===== src/common/pd_pkg.sv =====
// shared constants and carrier types for the power-down control block
// Operation
// - power-down entered when clock enable falls, left when it rises
// - device accepts entry during activate, precharge or refresh and finishes them
// - entry disables input and output buffers except clock enable and reset
// - clock held for hold window after entry; then receivers off except reset
// - no refresh in power-down except self-refresh power-down
// - commands accepted only after exit latency max(7.5 ns, 5 cycles)
// - power-down flavour is idle, active or self-refresh
// - enabled command-bus termination persists in every state including power-down
// - calibration continues if entry comes after calibration window
package pd_pkg;
  localparam int CLK_PS         = 4000;
  localparam int ENTRY_HOLD_PS  = 5000;
  localparam int ENTRY_HOLD_NCK = 5;
  localparam int EXIT_LAT_PS    = 7500;
  localparam int EXIT_LAT_NCK   = 5;
  localparam int MIN_PULSE_PS   = 7500;
  localparam int MIN_PULSE_NCK  = 4;
  localparam int CMD_ENTRY_PS   = 1750;
  localparam int CMD_ENTRY_NCK  = 3;
  localparam int MRW_ENTRY_PS   = 14000;
  localparam int MRW_ENTRY_NCK  = 10;
  localparam int CAL_ENTRY_PS   = 1750;
  localparam int CAL_ENTRY_NCK  = 3;
  // least times round up, and both the time and the count must pass
  function automatic int cyc(input int ps, input int nck);
    int c;
    c = (ps + CLK_PS - 1) / CLK_PS;
    return (c > nck) ? c : nck;
  endfunction
  localparam int ENTRY_HOLD_CYC = cyc(ENTRY_HOLD_PS, ENTRY_HOLD_NCK);
  localparam int EXIT_LAT_CYC   = cyc(EXIT_LAT_PS, EXIT_LAT_NCK);
  localparam int MIN_PULSE_CYC  = cyc(MIN_PULSE_PS, MIN_PULSE_NCK);
  localparam int CMD_ENTRY_CYC  = cyc(CMD_ENTRY_PS, CMD_ENTRY_NCK);
  localparam int MRW_ENTRY_CYC  = cyc(MRW_ENTRY_PS, MRW_ENTRY_NCK);
  localparam int CAL_ENTRY_CYC  = cyc(CAL_ENTRY_PS, CAL_ENTRY_NCK);
  localparam int CNT_W          = 5;
  localparam int TERM_LSB       = 4;
  localparam int TERM_W         = 3;

  typedef enum logic [1:0] {FL_NONE, FL_IDLE, FL_ACTIVE, FL_SELF} pd_flavour_t;

  typedef struct packed {
    logic banks_open;
    logic self_refresh;
    logic act_busy;
    logic pre_busy;
    logic ref_busy;
    logic cal_busy;
  } core_stat_t;

  typedef struct packed {
    logic bufs_on;
    logic rx_on;
    logic cmd_ok;
    logic refresh_ok;
    logic term_on;
  } pd_ctl_t;
endpackage


===== src/verilog/dram_power_down_control.sv =====
// power-down entry, exit and flavour tracking of the dram core
`timescale 1ns/1ps
module dram_power_down_control
  import pd_pkg::*;
(
  input  wire logic                 clk,
  input  wire logic                 arst_n,
  input  wire logic                 gate_pin,
  input  wire pd_pkg::core_stat_t   core_stat,
  input  wire logic [7:0]           termination_mode_field,
  input  wire logic                 rank_term_en,
  output pd_pkg::pd_ctl_t           ctl,
  output pd_pkg::pd_flavour_t       flavour,
  output logic                      in_power_down,
  output logic                      pending_ops
);
  ////////////////////////////////////////////////////////////////
  // pin synchroniser: first stage feeds only the second
  logic gate_s1_r;
  logic gate_s2_r;
  logic gate_d_r;

  always_ff @(posedge clk or negedge arst_n) begin
    if (!arst_n) begin
      gate_s1_r <= 1'b1;
      gate_s2_r <= 1'b1;
      gate_d_r  <= 1'b1;
    end else begin
      gate_s1_r <= gate_pin;
      gate_s2_r <= gate_s1_r;
      gate_d_r  <= gate_s2_r;
    end
  end

  wire gate_fall = gate_d_r && !gate_s2_r;
  wire gate_rise = !gate_d_r && gate_s2_r;

  ////////////////////////////////////////////////////////////////
  // state machine
  typedef enum logic [2:0] {ST_ACTIVE, ST_ENTRY_HOLD, ST_DOWN, ST_EXIT} pd_state_t;
  pd_state_t state_r;
  pd_state_t state_nxt;

  logic entry_done;
  logic exit_done;
  logic [CNT_W-1:0] entry_cnt;
  logic [CNT_W-1:0] exit_cnt;

  assign entry_cnt = CNT_W'(ENTRY_HOLD_CYC - 1);
  assign exit_cnt  = CNT_W'(EXIT_LAT_CYC - 1);

  // clock hold window after entry, then receivers go off
  pd_timer #(.W(CNT_W)) u_entry (
    .clk    (clk),
    .arst_n (arst_n),
    .load   (gate_fall),
    .count  (entry_cnt),
    .done   (entry_done)
  );

  // exit latency before commands are accepted
  pd_timer #(.W(CNT_W)) u_exit (
    .clk    (clk),
    .arst_n (arst_n),
    .load   (gate_rise),
    .count  (exit_cnt),
    .done   (exit_done)
  );

  // entry and exit follow the pin level; a rise during hold aborts at once
  always_comb begin
    state_nxt = state_r;
    unique case (state_r)
      ST_ACTIVE:     if (gate_fall) state_nxt = ST_ENTRY_HOLD;
      ST_ENTRY_HOLD: begin
        if (gate_rise) state_nxt = ST_EXIT;
        else if (entry_done) state_nxt = ST_DOWN;
      end
      ST_DOWN:       if (gate_rise) state_nxt = ST_EXIT;
      ST_EXIT: begin
        if (gate_fall) state_nxt = ST_ENTRY_HOLD;
        else if (exit_done) state_nxt = ST_ACTIVE;
      end
      default:       state_nxt = ST_ACTIVE;
    endcase
  end

  always_ff @(posedge clk or negedge arst_n) begin
    if (!arst_n) state_r <= ST_ACTIVE;
    else state_r <= state_nxt;
  end

  ////////////////////////////////////////////////////////////////
  // flavour is fixed at the moment of entry
  pd_flavour_t flav_r;
  pd_flavour_t flav_nxt;
  wire pd_level = (state_r == ST_ENTRY_HOLD) || (state_r == ST_DOWN);

  assign flav_nxt = gate_fall ? (core_stat.self_refresh ? FL_SELF
                               : core_stat.banks_open   ? FL_ACTIVE
                                                        : FL_IDLE)
                  : (gate_rise ? FL_NONE : flav_r);

  always_ff @(posedge clk or negedge arst_n) begin
    if (!arst_n) flav_r <= FL_NONE;
    else flav_r <= flav_nxt;
  end

  ////////////////////////////////////////////////////////////////
  // operations in flight keep running through entry; the core
  // sees no gating from this block, only the flag below
  assign pending_ops = pd_level && (core_stat.act_busy || core_stat.pre_busy
                       || core_stat.ref_busy || core_stat.cal_busy);

  wire [TERM_W-1:0] term_bits = termination_mode_field[TERM_LSB +: TERM_W];

  assign ctl.bufs_on    = !pd_level && (state_r != ST_EXIT || exit_done);
  assign ctl.rx_on      = state_r != ST_DOWN;
  assign ctl.cmd_ok     = state_r == ST_ACTIVE;
  // refresh stays on only in self-refresh power-down
  assign ctl.refresh_ok = !pd_level || (flav_r == FL_SELF);
  // termination ignores power-down state entirely
  assign ctl.term_on    = rank_term_en && (term_bits != '0);

  assign flavour       = flav_r;
  assign in_power_down = pd_level;
endmodule


===== src/verilog/pd_timer.sv =====
// down counter that reports when a loaded count has run out
`timescale 1ns/1ps
module pd_timer #(
  parameter int W = 5
) (
  input  wire logic         clk,
  input  wire logic         arst_n,
  input  wire logic         load,
  input  wire logic [W-1:0] count,
  output logic              done
);
  logic [W-1:0] cnt_r;
  logic [W-1:0] cnt_nxt;

  assign cnt_nxt = load ? count : ((cnt_r != '0) ? cnt_r - 1'b1 : cnt_r);
  assign done    = (cnt_r == '0) && !load;

  always_ff @(posedge clk or negedge arst_n) begin
    if (!arst_n) cnt_r <= '0;
    else cnt_r <= cnt_nxt;
  end
endmodule


===== config.mk =====
export PLATFORM = sky130hd
export DESIGN_NAME = dram_power_down_control
export DESIGN_NICKNAME = d
export VERILOG_FILES = /design/src/common/pd_pkg.sv /design/src/verilog/dram_power_down_control.sv /design/src/verilog/pd_timer.sv
export SDC_FILE = /design/constraint.sdc
export NUM_CORES = 1
export LEC_CHECK = 0
export BUFFER_PORTS_ARGS = -buffer_cell sky130_fd_sc_hd__buf_2
export CAP_MARGIN = 0
export CORE_UTILIZATION = 25
export DETAILED_ROUTE_END_ITERATION = 12
export GPL_TIMING_DRIVEN = 1
export PLACE_DENSITY = 0.57
export SETUP_SLACK_MARGIN = 0.5
export SLEW_MARGIN = 20
export SYNTH_ARGS = -nofsm -noshare
export SYNTH_HDL_FRONTEND = slang
export SYNTH_SLANG_ARGS = --single-unit

===== constraint.sdc =====
create_clock -name clk -period 2.1 [get_ports clk]
set_input_delay 0.42 -clock clk [delete_from_list [all_inputs] [get_ports clk]]
set_output_delay 0.42 -clock clk [all_outputs]
set_load 0.01 [all_outputs]

# Yosys cells after proc, flatten, opt, wreduce, memory -nomap -nowiden
# Cells that the tools add are included.
[op_classes]
reduce_logical = 28
addsub = 2
n_eq_ne = 10
muxes = 15
[ops]
columns = ["operator", "count"]
rows = [
  ["two-way mux 5 bit", 4],
  ["two-way mux 3 bit", 6],
  ["case mux 3 bit (4 select lines)", 1],
  ["zero test 5 bit", 2],
  ["nonzero test 5 bit", 2],
  ["subtractor 5 x 1 -> 5 bit (second input constant)", 2],
  ["two-way mux 2 bit", 4],
  ["logical AND 1 bit", 7],
  ["equality test 3 x 2 -> 1 bit (second input constant)", 2],
  ["logical OR 1 bit", 6],
  ["!= test 3 x 2 -> 1 bit (second input constant)", 2],
  ["!= test 3 bit (second input constant)", 2],
  ["nonzero test 2 bit", 3],
  ["zero test 1 bit", 5],
  ["AND reduction 4 bit", 1],
  ["equality test 3 x 1 -> 1 bit (second input constant)", 1],
  ["zero test 3 bit", 1],
  ["nonzero test 3 bit", 1],
  ["equality test 2 bit (second input constant)", 1],
  ["!= test 2 x 1 -> 1 bit (second input constant)", 1],
  ["!= test 2 bit (second input constant)", 1],
]
[word_totals]
regBits = 18
input_bits = 18
elab_cells = 62
out_inout_bits = 9

# Logic depth before layout (Yosys ltp)
[logic_depth]
ltp_word = 7
mapped_depth = 7
depth_no_buf = 6

# Modules after synthesis
# Synthesis repeated with hierarchy kept, for this count alone.
[unflattened]
hier_cells = 95
area_unflattened_um2 = 988.4
[modules_own_cells]
columns = ["mod", "area_each_um2", "n_inst", "cells_per_inst", "seq_area_each_um2"]
rows = [
  ["pd_timer", 282.8, 2, 27, 125.1],
  ["dram_power_down_control", 422.9, 1, 41, 178.9],
]

# Worst setup path after synthesis
# Ideal clock, no wire load.
[synth_path]
kind = "reg2out"
start = "register u_exit.cnt_r[0]"
end = "output port ctl[4] in the netlist's numbering"
path_buffers = 0
path_stages_with_launch = 6
slack_ns = 0.392
t_required_ns = 1.680
t_arrival_ns = 1.288
path_cell_list = "dfrtp_1 inv_1 ha_1 nor4b_4 nand2b_1 a21oi_1"
[synth_lines]
columns = ["item", "line_no", "rtl"]
rows = [
  ["start: declaration", "pd_timer.sv:12", "logic [W-1:0] cnt_r;"],
  ["start signal: assignment", "pd_timer.sv:20", "else cnt_r <= cnt_nxt;"],
  ["end: declaration", "dram_power_down_control.sv:12", "output pd_pkg::pd_ctl_t ctl,"],
]

==> Implementation_results.wiki <==
{| class="wikitable"
! Metric !! Value
|-
| Status || finished clean
|-
| Worst setup EP type || output pin
|-
| Via count of the first global-routing pass || 799
|-
| Port Buf Inserts || 21
|-
| Global-route total usage across every layer || 11.20%
|-
| Most used flip-flop cell after synthesis || sky130_fd_sc_hd__dfrtp_1
|-
| Post-synthesis instance area || 915.9 µm²
|-
| CTS buffer count || 3
|-
| Aggregate routed wire length || 1.977 mm
|-
| Number of vias in the routed layout || 778
|-
| Maximum vdd ir drop || 0.6017 mV
|-
| Insertion delay of the later-clocked pin in the worst-skew pair || approximately 0.3 ns
|-
| Final core utilization || a little under 40%
|-
| Num ports || 27
|-
| Initial DRT Pass Iterations || 4
|-
| Horiz. Die Dim || 62.53 µm
|-
| Final hold vios || 0
|-
| Detailed-route vias per instance || between 4 and 5
|-
| Slew @ Worst Pin || 0.3941 ns
|-
| Core box area || 0.003416 mm²
|-
| R2R Path Start || gate_d_r$_DFF_PN1_
|-
| Net total in the final layout || 156
|-
| Synthesized net count || 115
|-
| Worst setup path class || reg -> out
|-
| Clock sink count || 17
|-
| Overflow left after global routing || 0
|-
| Number of antenna violations at the first check in global routing || 0
|-
| Leakage power || 0.6286 nW
|-
| Worst Clk Skew || 0.01228 ns
|-
| Pwr Density || 1459 mW/mm²
|-
| Area grow syn2layout || 47.13%
|-
| Worst r2r dst || state_r[1]$_DFFE_PN0P_
|-
| Cell types with the largest area share after synthesis || sky130_fd_sc_hd__dfrtp_1 (38%), sky130_fd_sc_hd__ha_1 (11%), sky130_fd_sc_hd__dfstp_2 (8.6%)
|-
| DRT iter0 DRCs || 7
|-
| Die Span Y || 62.53 µm
|-
| Reg2reg setup slack || 0.51 ns
|-
| Final setup TNS || 0 ns
|-
| Worst-path maximum fanout || 2
|-
| CTS clk-pin slew, worst paths || around 0.11 ns
|-
| Maximum number of pins on one net before global-route repair || 18
|-
| Register bit total from synthesis || 17
|-
| Overall power of the completed layout || roughly 2 mW
|-
| Max-slew violation total from the final report || 0
|-
| Yosys warning count || 0
|-
| Mean instance size in the synthesized netlist || 10.29 µm²
|-
| Final worst path period share || 90.15%
|-
| CTS tree || done
|-
| Maximum clock insertion buffer count || 2
|-
| Worst slew margin || 73.73%
|-
| Number of flops mapped to enable cells by yosys || 0
|-
| Share of layout cells above drive strength 1 || a little over half
|-
| Sequential area share after synthesis || between 40% and 50%
|-
| Global-route wire length before repair || between 3 and 4 mm
|-
| Synth Instances || 89
|-
| Final weighted congestion in routability-driven placement || 0.7264
|-
| Number of hold buffers added after CTS || 0
|-
| Count of endpoints failing setup in the final report || 0
|-
| Unrepaired setup endpoints after global routing || true
|-
| FF-to-FF path depth || 7
|-
| CP max stage cell || sky130_fd_sc_hd__dfrtp_1
|-
| Count of distinct cell types in the synthesized netlist || 29
|-
| Commonest cells after routing, fill and taps aside || sky130_fd_sc_hd__buf_2 (19), sky130_fd_sc_hd__dfrtp_1 (14), sky130_fd_sc_hd__buf_4 (14)
|-
| Path category of the worst min-delay check || in -> async
|-
| Ys async rst share || 100.0%
|-
| Endpoint required time on the critical path || around 1.7 ns
|-
| CP arrival || around 1.5 ns
|-
| Library cell with the largest summed area after synthesis || sky130_fd_sc_hd__dfrtp_1
|-
| Beginning of the critical path || u_exit.cnt_r[1]$_DFFE_PN0N_
|-
| ANT nets after route || 0
|-
| Critical path startpoint category || flip-flop
|-
| Most frequent standard cell in the layout excluding fill and tap cells || sky130_fd_sc_hd__buf_2
|-
| Cell Chain, Critical Path || inv_2, ha_4, nor4b_4, nand2b_1, a21oi_2, buf_2
|-
| H-tree lvl count || 1
|-
| DR WL/cell || 11.30 µm
|-
| Die area || 0.003909 mm²
|-
| HPWL Detailed || about 1.4 mm
|-
| DRC || 0
|-
| Min Tclk post-route || ~1.9 ns
|-
| Effective utilization at floorplan || 26.81%
|-
| Largest stage delay, worst path || between 0.4 and 0.5 ns
|-
| Achievable clock frequency || 528.2 MHz
|-
| Cell row count || 21
|-
| Area share of the largest cell type after synthesis || between 30% and 40%
|-
| Number of diodes || 0
|-
| Root cell of the clock tree || sky130_fd_sc_hd__clkbuf_4
|-
| Max-capacitance violation count || 0
|}
-- final cells by class --
class / instances / area [µm²]
Timing Repair Buffer: 38 / 256.5
Fill cell: 353 / 2068
Clock buffer: 3 / 22.52
Sequential cell: 17 / 429.2
Multi-Input combinational cell: 57 / 525.5
Inverter: 13 / 51.30
Tap cell: 46 / 57.56
Clock inverter: 1 / 5.005
-- cell usage after synthesis, drive strengths merged, types with 2 or more instances --
| master | count |
|---|---|
| nand2 | 4 |
| o21ai | 5 |
| a211oi | 2 |
| ha | 8 |
| nand2b | 2 |
| nor2 | 11 |
| dfstp | 3 |
| dfrtp | 14 |
| xnor2 | 2 |
| nor4b | 2 |
| nor3 | 2 |
| or3 | 2 |
| a21oi | 7 |
| inv | 13 |
-- power breakdown --
part | internal (mW) | leakage, nW | switching (mW)
combinational | 0.695 | 0.404 | 0.561
clock | 0.0709 | 0.0177 | 0.110
sequential | 0.432 | 0.207 | 0.0971
total | 1.20 | 0.629 | 0.768
-- metrics by stage --
step           hold WS (ns)  instances  setup WS [ns]  cell area (µm²)
6_report            0.02579        175         0.2068             1348
5_1_grt             0.04497        175         0.1452             1348
4_1_cts             0.04216        172         0.1882             1315
3_5_place_dp         0.3472        156         0.3290             1126
3_3_place_gp         0.3456        156         0.3518             1126
2_1_floorplan        0.1244         89         0.4681            960.9
-- logic make-up (layout without fill, tap and decap cells) --
| family | Yosys count | in the layout | synth area share [%] |
|---|---|---|---|
| AO/OA/AOI/OAI | 20 | 20 | 14.75 |
| adder cells (fa/ha/maj) | 8 | 8 | 10.93 |
| multiplexers | 2 | 2 | 2.322 |
| flip-flops | 17 | 17 | 46.86 |
| AND/OR/NAND/NOR | 25 | 25 | 16.94 |
| XOR/XNOR | 2 | 2 | 1.913 |
| buffers and inverters | 15 | 55 | 6.284 |
-- critical path: cells and delay by family (launching register included) --
family | cells | cell delay [ns]
buffers and inverters | 2 | 0.22
AO/OA/AOI/OAI | 1 | 0.11
AND/OR/NAND/NOR | 2 | 0.30
adder cells (fa/ha/maj) | 1 | 0.13
flip-flops | 1 | 0.41
-- metal layers --
layer / vias to the layer above / track usage [%] / share of wire [%]
met4: 0 / 5.233 / 0.61
met1: 371 / 13.71 / 46
li1: 383 / - / -
met3: 2 / 2.007 / 4.1
met5: - / 0 / 0
met2: 22 / 18.89 / 49
-- flip-flops by register name, summed over array words and instances, names as in the netlist --
| register | count |
|---|---|
| gate_s1_r | 1 |
| state_r | 2 |
| gate_d_r | 1 |
| gate_s2_r | 1 |
| u_exit.cnt_r | 5 |
| u_entry.cnt_r | 5 |
| flavour | 2 |
-- worst max-delay path by stage --
| stage | to | slack (ns) |
|---|---|---|
| 3_5_place_dp | state_r[1]$_DFFE_PN0P_ | 0.33 |
| 6_report | ctl[4] | 0.21 |
| 5_1_grt | ctl[4] | 0.15 |
| 4_1_cts | ctl[4] | 0.19 |
| 2_1_floorplan | state_r[1]$_DFFE_PN0P_ | 0.47 |
| 3_3_place_gp | state_r[1]$_DFFE_PN0P_ | 0.35 |
-- what timing repair did --
action / 4_1_cts / 5_1_grt
pin swaps: 4 / 3
endpoints found under the setup margin: 8 / 7
setup buffers: 12 / 3
resized for setup: 16 / 4
Power figures use the tool's default switching activity.
